--- src/inc/sss_pkg.sv ---
package sss_pkg;
  // register byte offsets
  localparam logic [7:0] OFF_CHANGEOVER_SEL = 8'h00;
  localparam logic [7:0] OFF_BIPOLAR_COMB   = 8'h04;
  localparam logic [7:0] OFF_GAIN_U         = 8'h08;
  localparam logic [7:0] OFF_GAIN_C         = 8'h0c;
  localparam logic [7:0] OFF_GAIN_B         = 8'h10;
  localparam logic [7:0] OFF_ZERO_U         = 8'h14;
  localparam logic [7:0] OFF_ZERO_C         = 8'h18;
  localparam logic [7:0] OFF_ZERO_B         = 8'h1c;
  localparam logic [7:0] OFF_CONTROL        = 8'h20;
  localparam logic [7:0] OFF_FILTER_DEPTH   = 8'h24;
  localparam logic [7:0] OFF_SPAN_IN_MIN    = 8'h28;
  localparam logic [7:0] OFF_SPAN_IN_MAX    = 8'h2c;
  localparam logic [7:0] OFF_SPAN_F_START   = 8'h30;
  localparam logic [7:0] OFF_SPAN_F_END     = 8'h34;
  localparam logic [7:0] OFF_INIT_CMD       = 8'h38;
  localparam logic [7:0] OFF_STATUS         = 8'h3c;

  // field positions
  localparam int CTRL_ASSIGNED_BIT = 0;
  localparam int INIT_GO_BIT       = 0;
  localparam int STAT_REVERSE_BIT  = 16;
  localparam int STAT_CHANGE_BIT   = 17;
  localparam int STAT_VALID_BIT    = 18;

  // selection codes
  localparam logic [7:0] SEL_TO_CURRENT = 8'h00;
  localparam logic [7:0] SEL_TO_BIPOLAR = 8'h01;
  localparam logic [7:0] COMB_ALONE     = 8'h00;
  localparam logic [7:0] COMB_ADD_FWD   = 8'h01;
  localparam logic [7:0] COMB_ADD_REV   = 8'h02;

  // reset values and limits
  localparam logic [7:0]  SEL_RST       = 8'h00;
  localparam logic [7:0]  COMB_RST      = 8'h00;
  localparam logic [15:0] GAIN_RST      = 16'h4000;
  localparam logic [15:0] ZERO_RST      = 16'h0000;
  localparam logic [15:0] GAIN_MAX      = 16'hfffa;
  localparam logic [15:0] ZERO_MAX      = 16'h1999;
  localparam logic [4:0]  DEPTH_MIN     = 5'h01;
  localparam logic [4:0]  DEPTH_MAX     = 5'h1e;
  localparam logic [4:0]  DEPTH_RST     = 5'h08;
  localparam logic [15:0] SPAN_MIN_RST  = 16'h0000;
  localparam logic [15:0] SPAN_MAX_RST  = 16'h0fff;
  localparam logic [15:0] F_START_RST   = 16'h0000;
  localparam logic [15:0] F_END_RST     = 16'h9c40;
  localparam logic [11:0] BIPOLAR_BIAS  = 12'h800;
  localparam int          GAIN_SHIFT    = 14;
  localparam logic [15:0] MAG_MAX       = 16'hffff;

  // sample and arithmetic widths
  localparam int SAMPLE_W = 12;
  localparam int SUM_W    = 17;
  localparam int NUM_CH   = 3;
  localparam logic [1:0] CH_U = 2'h0;
  localparam logic [1:0] CH_C = 2'h1;
  localparam logic [1:0] CH_B = 2'h2;

  // sequencer states
  typedef enum logic [3:0] {
    ST_IDLE = 4'b0001,
    ST_AVG  = 4'b0010,
    ST_COMB = 4'b0100,
    ST_SPAN = 4'b1000
  } sss_state_e;
endpackage

--- src/sss_divider.sv ---
module sss_divider (
  // clock and reset
  input  wire logic        pclk,
  input  wire logic        presetn,
  // request
  input  wire logic        start,
  input  wire logic [31:0] dividend,
  input  wire logic [15:0] divisor,
  // answer
  output logic      [31:0] quotient,
  output logic             done
);
  typedef struct packed {
    logic        busy;
    logic [5:0]  cnt;
    logic [16:0] rem;
    logic [31:0] quo;
    logic [15:0] dsr;
    logic        done;
  } sss_div_s;

  sss_div_s st_ff;
  sss_div_s nxt_st;

  // restoring division, one quotient bit per cycle; slow but tiny
  always_comb begin
    logic [16:0] trial;
    trial  = 17'h00000;
    nxt_st = st_ff;
    nxt_st.done = 1'b0;
    if (start) begin
      nxt_st.busy = 1'b1;
      nxt_st.cnt  = 6'h20;
      nxt_st.rem  = 17'h00000;
      nxt_st.quo  = dividend;
      nxt_st.dsr  = divisor;
    end else if (st_ff.busy) begin
      trial      = {st_ff.rem[15:0], st_ff.quo[31]};
      nxt_st.quo = {st_ff.quo[30:0], 1'b0};
      if (trial >= {1'b0, st_ff.dsr}) begin
        nxt_st.rem    = trial - {1'b0, st_ff.dsr};
        nxt_st.quo[0] = 1'b1;
      end else begin
        nxt_st.rem = trial;
      end
      nxt_st.cnt = st_ff.cnt - 6'h01;
      if (st_ff.cnt == 6'h01) begin
        nxt_st.busy = 1'b0;
        nxt_st.done = 1'b1;
      end
    end
  end

  always_ff @(posedge pclk or negedge presetn) begin
    if (!presetn) begin
      st_ff <= '0;
    end else begin
      st_ff <= nxt_st;
    end
  end

  assign quotient = st_ff.quo;
  assign done     = st_ff.done;
endmodule

--- src/sss_selector.sv ---
// Summary of operation
// - with no changeover function assigned the setpoint is the sum of the 0..+10 V unipolar input and the current input.
// - switching to another input or adding the bipolar input happens only when a digital input carries the changeover function.
// - select code 00 with the changeover input active moves the source to the current input.
// - select code 01 with the changeover input active moves the source to the bipolar input.
// - combine code 00 adds nothing to the selected source, code 01 adds the bipolar input without letting the sum reverse direction.
// - combine code 02 adds the bipolar input and lets a negative sum reverse rotation; with the bipolar input selected, codes 01 and 02 add nothing.
// - with the function assigned, changeover inactive gives the unipolar input, active gives current (00) or bipolar (01).
// - gain and zero trims keep their values when parameters are restored to defaults.
// - each input has a gain trim accepting 0 to 65530.
// - each input has a zero trim accepting 0 to 6553.
// - a configurable input span maps linearly onto a configurable frequency span.
// - the analog samples are smoothed by an adjustable filter before use.
// - the filter averages between 1 and 30 samples.
//
// Register access over APB and the address map were chosen for this implementation.
module sss_selector (
  // clock and reset
  input  wire logic        pclk,
  input  wire logic        presetn,
  // apb slave
  input  wire logic        psel,
  input  wire logic        penable,
  input  wire logic        pwrite,
  input  wire logic [7:0]  paddr,
  input  wire logic [31:0] pwdata,
  output logic      [31:0] prdata,
  output logic             pready,
  output logic             pslverr,
  // digitized analog inputs, same clock
  input  wire logic        sample_valid,
  input  wire logic [11:0] unipolar_voltage_input,
  input  wire logic [11:0] current_loop_input,
  input  wire logic [11:0] bipolar_voltage_input,
  // changeover pin, asynchronous
  input  wire logic        analog_changeover_input,
  // frequency setpoint
  output logic [15:0]      setpoint_freq,
  output logic             setpoint_reverse,
  output logic             setpoint_valid
);
  typedef struct packed {
    logic                       sync1;
    logic                       sync2;
    logic                       pready;
    logic                       pslverr;
    logic [31:0]                prdata;
    logic [7:0]                 sel;
    logic [7:0]                 comb;
    logic [2:0][15:0]           gain;
    logic [2:0][15:0]           zero;
    logic                       assigned;
    logic [4:0]                 depth;
    logic [15:0]                in_min;
    logic [15:0]                in_max;
    logic [15:0]                f_start;
    logic [15:0]                f_end;
    logic [4:0]                 cnt;
    logic [2:0][16:0]           acc;
    logic [2:0][16:0]           hold;
    logic [2:0][11:0]           avg;
    logic [1:0]                 ch;
    sss_pkg::sss_state_e        state;
    logic                       div_go;
    logic [31:0]                div_num;
    logic [15:0]                div_den;
    logic                       span_neg;
    logic                       rev;
    logic                       rev_pend;
    logic [15:0]                freq;
    logic                       valid;
  } sss_sel_s;

  sss_sel_s    st_ff;
  sss_sel_s    nxt_st;
  logic [31:0] div_q;
  logic        div_done;

  // shared divider for averaging and span scaling
  sss_divider u_div (
    .pclk     (pclk),
    .presetn  (presetn),
    .start    (st_ff.div_go),
    .dividend (st_ff.div_num),
    .divisor  (st_ff.div_den),
    .quotient (div_q),
    .done     (div_done)
  );

  // register read mux
  function automatic logic [31:0] rd_mux(input sss_sel_s s, input logic [7:0] a, output logic err);
    logic [31:0] d;
    d   = 32'h00000000;
    err = 1'b0;
    case (a)
      sss_pkg::OFF_CHANGEOVER_SEL: d[7:0] = s.sel;
      sss_pkg::OFF_BIPOLAR_COMB:   d[7:0] = s.comb;
      sss_pkg::OFF_GAIN_U:         d[15:0] = s.gain[sss_pkg::CH_U];
      sss_pkg::OFF_GAIN_C:         d[15:0] = s.gain[sss_pkg::CH_C];
      sss_pkg::OFF_GAIN_B:         d[15:0] = s.gain[sss_pkg::CH_B];
      sss_pkg::OFF_ZERO_U:         d[15:0] = s.zero[sss_pkg::CH_U];
      sss_pkg::OFF_ZERO_C:         d[15:0] = s.zero[sss_pkg::CH_C];
      sss_pkg::OFF_ZERO_B:         d[15:0] = s.zero[sss_pkg::CH_B];
      sss_pkg::OFF_CONTROL:        d[sss_pkg::CTRL_ASSIGNED_BIT] = s.assigned;
      sss_pkg::OFF_FILTER_DEPTH:   d[4:0] = s.depth;
      sss_pkg::OFF_SPAN_IN_MIN:    d[15:0] = s.in_min;
      sss_pkg::OFF_SPAN_IN_MAX:    d[15:0] = s.in_max;
      sss_pkg::OFF_SPAN_F_START:   d[15:0] = s.f_start;
      sss_pkg::OFF_SPAN_F_END:     d[15:0] = s.f_end;
      sss_pkg::OFF_INIT_CMD:       d = 32'h00000000;
      sss_pkg::OFF_STATUS: begin
        d[15:0] = s.freq;
        d[sss_pkg::STAT_REVERSE_BIT] = s.rev;
        d[sss_pkg::STAT_CHANGE_BIT]  = s.sync2;
        d[sss_pkg::STAT_VALID_BIT]   = s.valid;
      end
      default: err = 1'b1;
    endcase
    return d;
  endfunction

  // trimmed channel value: (avg - zero) * gain, unit gain at 2^GAIN_SHIFT
  function automatic logic signed [35:0] trim(input logic signed [12:0] v, input logic [15:0] g,
                                              input logic [15:0] z);
    logic signed [17:0] d;
    logic signed [35:0] p;
    d = 18'(v) - $signed({2'b00, z});
    p = 36'(d) * $signed({20'h00000, g});
    return p >>> sss_pkg::GAIN_SHIFT;
  endfunction

  always_comb begin
    logic               acc_mode;
    logic               wr;
    logic               rd_err;
    logic [31:0]        rd_d;
    logic [11:0]        smp [3];
    logic signed [35:0] tv [3];
    logic signed [35:0] main_v;
    logic signed [35:0] mag_s;
    logic [15:0]        mag;
    logic [15:0]        fdiff;
    logic [16:0]        sum_n;
    acc_mode = 1'b0;
    rd_err   = 1'b0;
    main_v   = 36'sh0;
    mag_s    = 36'sh0;
    mag      = 16'h0000;
    fdiff    = 16'h0000;
    sum_n    = 17'h00000;
    nxt_st   = st_ff;
    nxt_st.div_go = 1'b0;
    nxt_st.valid  = 1'b0;
    smp[sss_pkg::CH_U] = unipolar_voltage_input;
    smp[sss_pkg::CH_C] = current_loop_input;
    smp[sss_pkg::CH_B] = bipolar_voltage_input ^ sss_pkg::BIPOLAR_BIAS;  // to offset binary
    for (int i = 0; i < sss_pkg::NUM_CH; i++) begin
      tv[i] = 36'sh0;
    end

    // pin synchroniser, only sync2 is used
    nxt_st.sync1 = analog_changeover_input;
    nxt_st.sync2 = st_ff.sync1;

    // apb: pready answers one cycle into the access phase
    nxt_st.pready  = psel && penable && !st_ff.pready;
    rd_d           = rd_mux(st_ff, paddr, rd_err);
    nxt_st.pslverr = psel && penable && !st_ff.pready && rd_err;
    nxt_st.prdata  = (psel && penable && !st_ff.pready && !pwrite) ? rd_d : 32'h00000000;
    wr = psel && penable && st_ff.pready && pwrite && !st_ff.pslverr;
    if (wr) begin
      case (paddr)
        sss_pkg::OFF_CHANGEOVER_SEL: nxt_st.sel = pwdata[7:0];
        sss_pkg::OFF_BIPOLAR_COMB:   nxt_st.comb = pwdata[7:0];
        sss_pkg::OFF_GAIN_U, sss_pkg::OFF_GAIN_C, sss_pkg::OFF_GAIN_B: begin
          nxt_st.gain[(paddr - sss_pkg::OFF_GAIN_U) >> 2] =
            (pwdata[15:0] > sss_pkg::GAIN_MAX) ? sss_pkg::GAIN_MAX : pwdata[15:0];
        end
        sss_pkg::OFF_ZERO_U, sss_pkg::OFF_ZERO_C, sss_pkg::OFF_ZERO_B: begin
          nxt_st.zero[(paddr - sss_pkg::OFF_ZERO_U) >> 2] =
            (pwdata[15:0] > sss_pkg::ZERO_MAX) ? sss_pkg::ZERO_MAX : pwdata[15:0];
        end
        sss_pkg::OFF_CONTROL:      nxt_st.assigned = pwdata[sss_pkg::CTRL_ASSIGNED_BIT];
        sss_pkg::OFF_FILTER_DEPTH: begin
          if (pwdata[7:0] > {3'b000, sss_pkg::DEPTH_MAX}) begin
            nxt_st.depth = sss_pkg::DEPTH_MAX;
          end else if (pwdata[4:0] < sss_pkg::DEPTH_MIN) begin
            nxt_st.depth = sss_pkg::DEPTH_MIN;
          end else begin
            nxt_st.depth = pwdata[4:0];
          end
          nxt_st.cnt = 5'h00;
          nxt_st.acc = '0;
        end
        sss_pkg::OFF_SPAN_IN_MIN:  nxt_st.in_min = pwdata[15:0];
        sss_pkg::OFF_SPAN_IN_MAX:  nxt_st.in_max = pwdata[15:0];
        sss_pkg::OFF_SPAN_F_START: nxt_st.f_start = pwdata[15:0];
        sss_pkg::OFF_SPAN_F_END:   nxt_st.f_end = pwdata[15:0];
        sss_pkg::OFF_INIT_CMD: begin
          // defaults restored; trims deliberately left alone
          if (pwdata[sss_pkg::INIT_GO_BIT]) begin
            nxt_st.sel      = sss_pkg::SEL_RST;
            nxt_st.comb     = sss_pkg::COMB_RST;
            nxt_st.assigned = 1'b0;
            nxt_st.depth    = sss_pkg::DEPTH_RST;
            nxt_st.in_min   = sss_pkg::SPAN_MIN_RST;
            nxt_st.in_max   = sss_pkg::SPAN_MAX_RST;
            nxt_st.f_start  = sss_pkg::F_START_RST;
            nxt_st.f_end    = sss_pkg::F_END_RST;
            nxt_st.cnt      = 5'h00;
            nxt_st.acc      = '0;
          end
        end
        default: ;
      endcase
    end

    // block average: sum depth samples, a batch is dropped while the sequencer is busy
    if (sample_valid && !wr) begin
      acc_mode = (st_ff.cnt + 5'h01 == st_ff.depth);
      for (int i = 0; i < sss_pkg::NUM_CH; i++) begin
        sum_n = st_ff.acc[i] + {5'h00, smp[i]};
        nxt_st.acc[i] = acc_mode ? 17'h00000 : sum_n;
        if (acc_mode) begin
          nxt_st.hold[i] = sum_n;
        end
      end
      nxt_st.cnt = acc_mode ? 5'h00 : st_ff.cnt + 5'h01;
      if (acc_mode && st_ff.state == sss_pkg::ST_IDLE) begin
        nxt_st.state   = sss_pkg::ST_AVG;
        nxt_st.ch      = sss_pkg::CH_U;
        nxt_st.div_go  = 1'b1;
        nxt_st.div_den = {11'h000, st_ff.depth};
        nxt_st.div_num = {15'h0000, st_ff.acc[sss_pkg::CH_U] + {5'h00, smp[sss_pkg::CH_U]}};  // unipolar first
      end
    end

    case (st_ff.state)
      sss_pkg::ST_IDLE: ;
      sss_pkg::ST_AVG: begin
        // divide each channel sum by depth in turn
        if (div_done) begin
          nxt_st.avg[st_ff.ch] = div_q[11:0];
          if (st_ff.ch == sss_pkg::CH_B) begin
            nxt_st.state = sss_pkg::ST_COMB;
          end else begin
            nxt_st.ch      = st_ff.ch + 2'h1;
            nxt_st.div_go  = 1'b1;
            nxt_st.div_num = {15'h0000, st_ff.hold[st_ff.ch + 2'h1]};
          end
        end
      end
      sss_pkg::ST_COMB: begin
        tv[sss_pkg::CH_U] = trim({1'b0, st_ff.avg[sss_pkg::CH_U]},
                                 st_ff.gain[sss_pkg::CH_U], st_ff.zero[sss_pkg::CH_U]);
        tv[sss_pkg::CH_C] = trim({1'b0, st_ff.avg[sss_pkg::CH_C]},
                                 st_ff.gain[sss_pkg::CH_C], st_ff.zero[sss_pkg::CH_C]);
        tv[sss_pkg::CH_B] = trim($signed({1'b0, st_ff.avg[sss_pkg::CH_B]}) - $signed({1'b0, sss_pkg::BIPOLAR_BIAS}),
                                 st_ff.gain[sss_pkg::CH_B], st_ff.zero[sss_pkg::CH_B]);
        // source selection
        if (!st_ff.assigned) begin
          main_v = tv[sss_pkg::CH_U] + tv[sss_pkg::CH_C];
        end else if (!st_ff.sync2) begin
          main_v = tv[sss_pkg::CH_U];
        end else if (st_ff.sel == sss_pkg::SEL_TO_BIPOLAR) begin
          main_v = tv[sss_pkg::CH_B];
        end else begin
          main_v = tv[sss_pkg::CH_C];
        end
        // bipolar addition only in the unipolar or current source cases
        if (st_ff.assigned && !(st_ff.sync2 && st_ff.sel == sss_pkg::SEL_TO_BIPOLAR) &&
            (st_ff.comb == sss_pkg::COMB_ADD_FWD || st_ff.comb == sss_pkg::COMB_ADD_REV)) begin
          main_v = main_v + tv[sss_pkg::CH_B];
        end
        // sign handling: only code 02 may reverse
        if (main_v < 0 && st_ff.comb == sss_pkg::COMB_ADD_REV && st_ff.assigned) begin
          nxt_st.rev_pend = 1'b1;
          mag_s      = -main_v;
        end else begin
          nxt_st.rev_pend = 1'b0;
          mag_s      = (main_v < 0) ? 36'sh0 : main_v;
        end
        mag = (mag_s > $signed({20'h00000, sss_pkg::MAG_MAX})) ? sss_pkg::MAG_MAX : mag_s[15:0];
        // span mapping: clamp outside the input span, else scale linearly
        nxt_st.span_neg = st_ff.f_end < st_ff.f_start;
        fdiff = nxt_st.span_neg ? st_ff.f_start - st_ff.f_end : st_ff.f_end - st_ff.f_start;
        if (mag <= st_ff.in_min || st_ff.in_max <= st_ff.in_min) begin
          nxt_st.freq  = (st_ff.in_max <= st_ff.in_min) ? st_ff.f_end : st_ff.f_start;
          nxt_st.valid = 1'b1;
          nxt_st.state = sss_pkg::ST_IDLE;
        end else if (mag >= st_ff.in_max) begin
          nxt_st.freq  = st_ff.f_end;
          nxt_st.valid = 1'b1;
          nxt_st.state = sss_pkg::ST_IDLE;
        end else begin
          nxt_st.div_go  = 1'b1;
          nxt_st.div_num = (mag - st_ff.in_min) * fdiff;
          nxt_st.div_den = st_ff.in_max - st_ff.in_min;
          nxt_st.state   = sss_pkg::ST_SPAN;
        end
      end
      sss_pkg::ST_SPAN: begin
        if (div_done) begin
          nxt_st.freq  = st_ff.span_neg ? st_ff.f_start - div_q[15:0] : st_ff.f_start + div_q[15:0];
          nxt_st.valid = 1'b1;
          nxt_st.state = sss_pkg::ST_IDLE;
        end
      end
      default: nxt_st.state = sss_pkg::ST_IDLE;
    endcase
    if (nxt_st.valid) begin  // direction moves only with valid, not while the span divide runs
      nxt_st.rev = nxt_st.rev_pend;
    end
  end

  // single state register; trims reset only here, never by the init command
  always_ff @(posedge pclk or negedge presetn) begin
    if (!presetn) begin
      st_ff         <= '0;
      st_ff.state   <= sss_pkg::ST_IDLE;
      st_ff.sel     <= sss_pkg::SEL_RST;
      st_ff.comb    <= sss_pkg::COMB_RST;
      st_ff.gain    <= {3{sss_pkg::GAIN_RST}};
      st_ff.zero    <= {3{sss_pkg::ZERO_RST}};
      st_ff.depth   <= sss_pkg::DEPTH_RST;
      st_ff.in_min  <= sss_pkg::SPAN_MIN_RST;
      st_ff.in_max  <= sss_pkg::SPAN_MAX_RST;
      st_ff.f_start <= sss_pkg::F_START_RST;
      st_ff.f_end   <= sss_pkg::F_END_RST;
      st_ff.div_den <= {11'h000, sss_pkg::DEPTH_RST};
    end else begin
      st_ff <= nxt_st;
    end
  end

  // outputs straight from the state register
  assign prdata           = st_ff.prdata;
  assign pready           = st_ff.pready;
  assign pslverr          = st_ff.pslverr;
  assign setpoint_freq    = st_ff.freq;
  assign setpoint_reverse = st_ff.rev;
  assign setpoint_valid   = st_ff.valid;
endmodule
--- config.mk ---
export PLATFORM = sky130hd
export DESIGN_NAME = sss_selector
export DESIGN_NICKNAME = d
export VERILOG_FILES = /design/src/inc/sss_pkg.sv /design/src/sss_divider.sv /design/src/sss_selector.sv
export SDC_FILE = /design/constraint.sdc
export NUM_CORES = 2
export LEC_CHECK = 0
export CORE_ASPECT_RATIO = 0.9
export CORE_MARGIN = 2
export CORE_UTILIZATION = 38
export DETAILED_ROUTE_END_ITERATION = 10
export DONT_BUFFER_PORTS = 1
export GPL_TIMING_DRIVEN = 0
export HOLD_SLACK_MARGIN = 0.05
export PLACE_DENSITY_LB_ADDON = 0.2
export REMOVE_ABC_BUFFERS = 1
export SETUP_SLACK_MARGIN = 0.2
export SYNTH_ARGS = -nofsm -noshare
export SYNTH_HDL_FRONTEND = slang
export SYNTH_HIERARCHICAL = 1
export SYNTH_SLANG_ARGS = --single-unit
--- constraint.sdc ---
create_clock -name pclk -period 20.6 [get_ports pclk]
set_input_delay 2.06 -clock pclk [delete_from_list [all_inputs] [get_ports pclk]]
set_output_delay 2.06 -clock pclk [all_outputs]
set_load 0.05 [all_outputs]
==> run_results.csv <==
group,metric,value,unit
synth,synth_cells,8614,
timing,rsz0062_at_grt,"yes",
floorplanning,ios,135,
floorplanning,core,198800,um2
worst_setup_path,cp_slowest_stage_delay,580,ps
worst_setup_path,crit_type,"register to register",
timing,worst_clock_skew,32.34,ps
detailed_routing,drtPass1Iterations,7,
floorplanning,die_x,476.0,um
status,violations,"max-capacitance violations, max-slew violations, negative setup slack",
detailed_routing,wl_met2,124800,um
worst_setup_path,reg2reg_depth,97,
timing,fin_ws,-46.69,ps
timing,fin_crit,20650,ps
clock_tree,htree_levels,2,
status,status,"finished, violations left",
timing,max_freq,48.43,MHz
layout,final_core_util,0.4319,
timing,slew_viol_final,18,
clock_tree,clock_path_buffers,3,
layout,nFillCells,19470,
clock_tree,clkTransAtPathRegs,70,ps
worst_setup_path,crit_required,21140,ps
worst_setup_path,crit_slowest_cell,"fa_1",
place,gp_congestion,0.9543,
hold_path,whs_path_depth,0,
global_routing,grt_pass1_wl,399300,um
global_routing,antenna_found_initial,10,
timing,tightest_slew,1549,ps
clock_tree,cts_sinks,495,
worst_setup_path,critPathMaxFanout,7,
detailed_routing,drt_wl_total,260200,um
floorplanning,initial_core_util,0.3833,
timing,hold_viol,0,
clock_tree,cts_tree,"yes",
worst_setup_path,crit_arrival,21180,ps
global_routing,overflow,0,
pwr,leakagePower,40.91,nW
clock_tree,cts_root_buf,"clkbuf_16",
detailed_routing,drc_errors,0,
detailed_routing,met3WireLength,13140,um
worst_setup_path,crit_path_end_kind,"register",
layout,fin_nets,10370,
place,placed_area,79000,um2
floorplanning,dieArea,204100,um2
clock_tree,clock_latency,670,ps
timing,fin_setup_tns,-138.0,ps
detailed_routing,postRouteAntennaNets,0,
detailed_routing,drt-vias-per-instance,5.392,
synth,yosys_warnings,6,
timing,post-route-period-util,1.002,
timing,setup_viol,3,
global_routing,grt_max_degree,496,
detailed_routing,avgRoutedWirePerCell,23.01,um
detailed_routing,vias,60960,
flow_run,maxCapViolations,1,
floorplanning,dieHeight,428.8,um
detailed_routing,drt_iter0_markers,4405,
layout,area_delta_synth_final,12.67,%
worst_setup_path,path_buf_inv,16,
worst_setup_path,start_kind,"register",
worst_setup_path,worst-path-stages,97,
pwr,powerDensity,48.84,nW/um2
pwr,vdd_drop_max,0.07950,mV
clock_tree,cts_buffers,55,
floorplanning,rows,155,
layout,multi_input_area,59150,um2
global_routing,track_usage,0.2568,
place,port_buffers,0,
hold_path,hold_class,"register to register",
detailed_routing,highest_layer,"met5",
clock_tree,hold_buffers,0,
detailed_routing,met1Wirelength,108200,um
layout,drive_gt1_frac,0.1315,
synth,netlist_area,76200,um2
place,dp_hpwl,202100,um
synth,avgSynthCellArea,8.846,um2
layout,regArea,12440,um2
timing,holdWs,437.3,ps
global_routing,grt_pass1_vias,63740,
worst_setup_path,cpMostUsedCell,"fa_1",
timing,slew_headroom,-0.03663,
layout,finish.instance_area,85850,um2
pwr,total_power,4.193,mW
worst_setup_path,crit_family,"adder cells",
==> worst paths after layout <==
kind                            slack, ps                      to                    from
max in group asynchronous           17000  st_ff[304]$_DFFE_PN0P_                 presetn
min in group asynchronous            1110     st_ff[64]$_DFF_PN0_                 presetn
worst min-delay path                  440    st_ff[434]$_DFF_PN0_   nxt_st[434]$_DFF_PN0_
worst min register to register        440    st_ff[434]$_DFF_PN0_   nxt_st[434]$_DFF_PN0_
worst max register to register        -50     st_ff[67]$_DFF_PN0_  st_ff[304]$_DFFE_PN0P_
worst max-delay path                  -50     st_ff[67]$_DFF_PN0_  st_ff[304]$_DFFE_PN0P_
==> cell type report <==
class	instances	area share
Antenna cell	7	0.0002040
Clock buffer	80	0.01829
Clock inverter	24	0.003862
Inverter	1531	0.06702
Multi-Input combinational cell	6156	0.6890
Sequential cell	495	0.1448
Tap cell	2669	0.03890
Timing Repair Buffer	345	0.03786
==> report_power, final <==
group | switching (mW) | leakage [nW] | internal [mW]
registers | 0.243 | 6.47 | 1.18
clock network | 0.457 | 0.920 | 0.608
logic | 0.979 | 33.5 | 0.725
==> sequential cells by signal (all words and copies together) (netlist names), 16 cells and up <==
register,cells
prdata,19
setpoint_freq,16
st_ff,383
u_div/quotient,32
u_div/st_ff,39
==> metrics by stage <==
step	setup slack, ps	std cells
after detailed placement	-5413	10910
after floorplan	-814.0	8180
after global routing	-740.0	11310
final	-46.69	11310
after global placement	-6907	10850
after CTS	153.2	11240
==> cell usage in the layout (no fill, tap or decap), types with 44 or more instances in the layout <==
cell / n
a21oi_1: 235
xnor2_1: 167
nand2b_1: 110
o21bai_1: 44
nor3_1: 86
nor2b_1: 94
clkbuf_16: 55
dfrtp_1: 460
nand3_1: 111
a22o_1: 71
fa_1: 1094
xor2_1: 62
o21a_1: 46
and2_1: 318
nand4_1: 57
mux2i_1: 90
inv_1: 1498
nand2_1: 1013
mux2_2: 113
a21o_1: 109
ha_1: 522
o21ai_0: 312
and3_1: 50
buf_4: 263
nor2_1: 411
==> timing repair <==
item                                    in CTS  in global routing
gates resized for setup                    432                182
setup buffers                              219                 59
endpoints found under the setup margin      49                 19
cloned                                       2                  0
pin swaps                                  231                162
==> layer usage <==
metal	vias to the layer above	global-route usage
met4	4	0.1135
met5	-	0
met2	1778	0.4305
met3	487	0.02608
li1	27470	-
met1	31220	0.3349
Power figures use the tool's default switching activity.
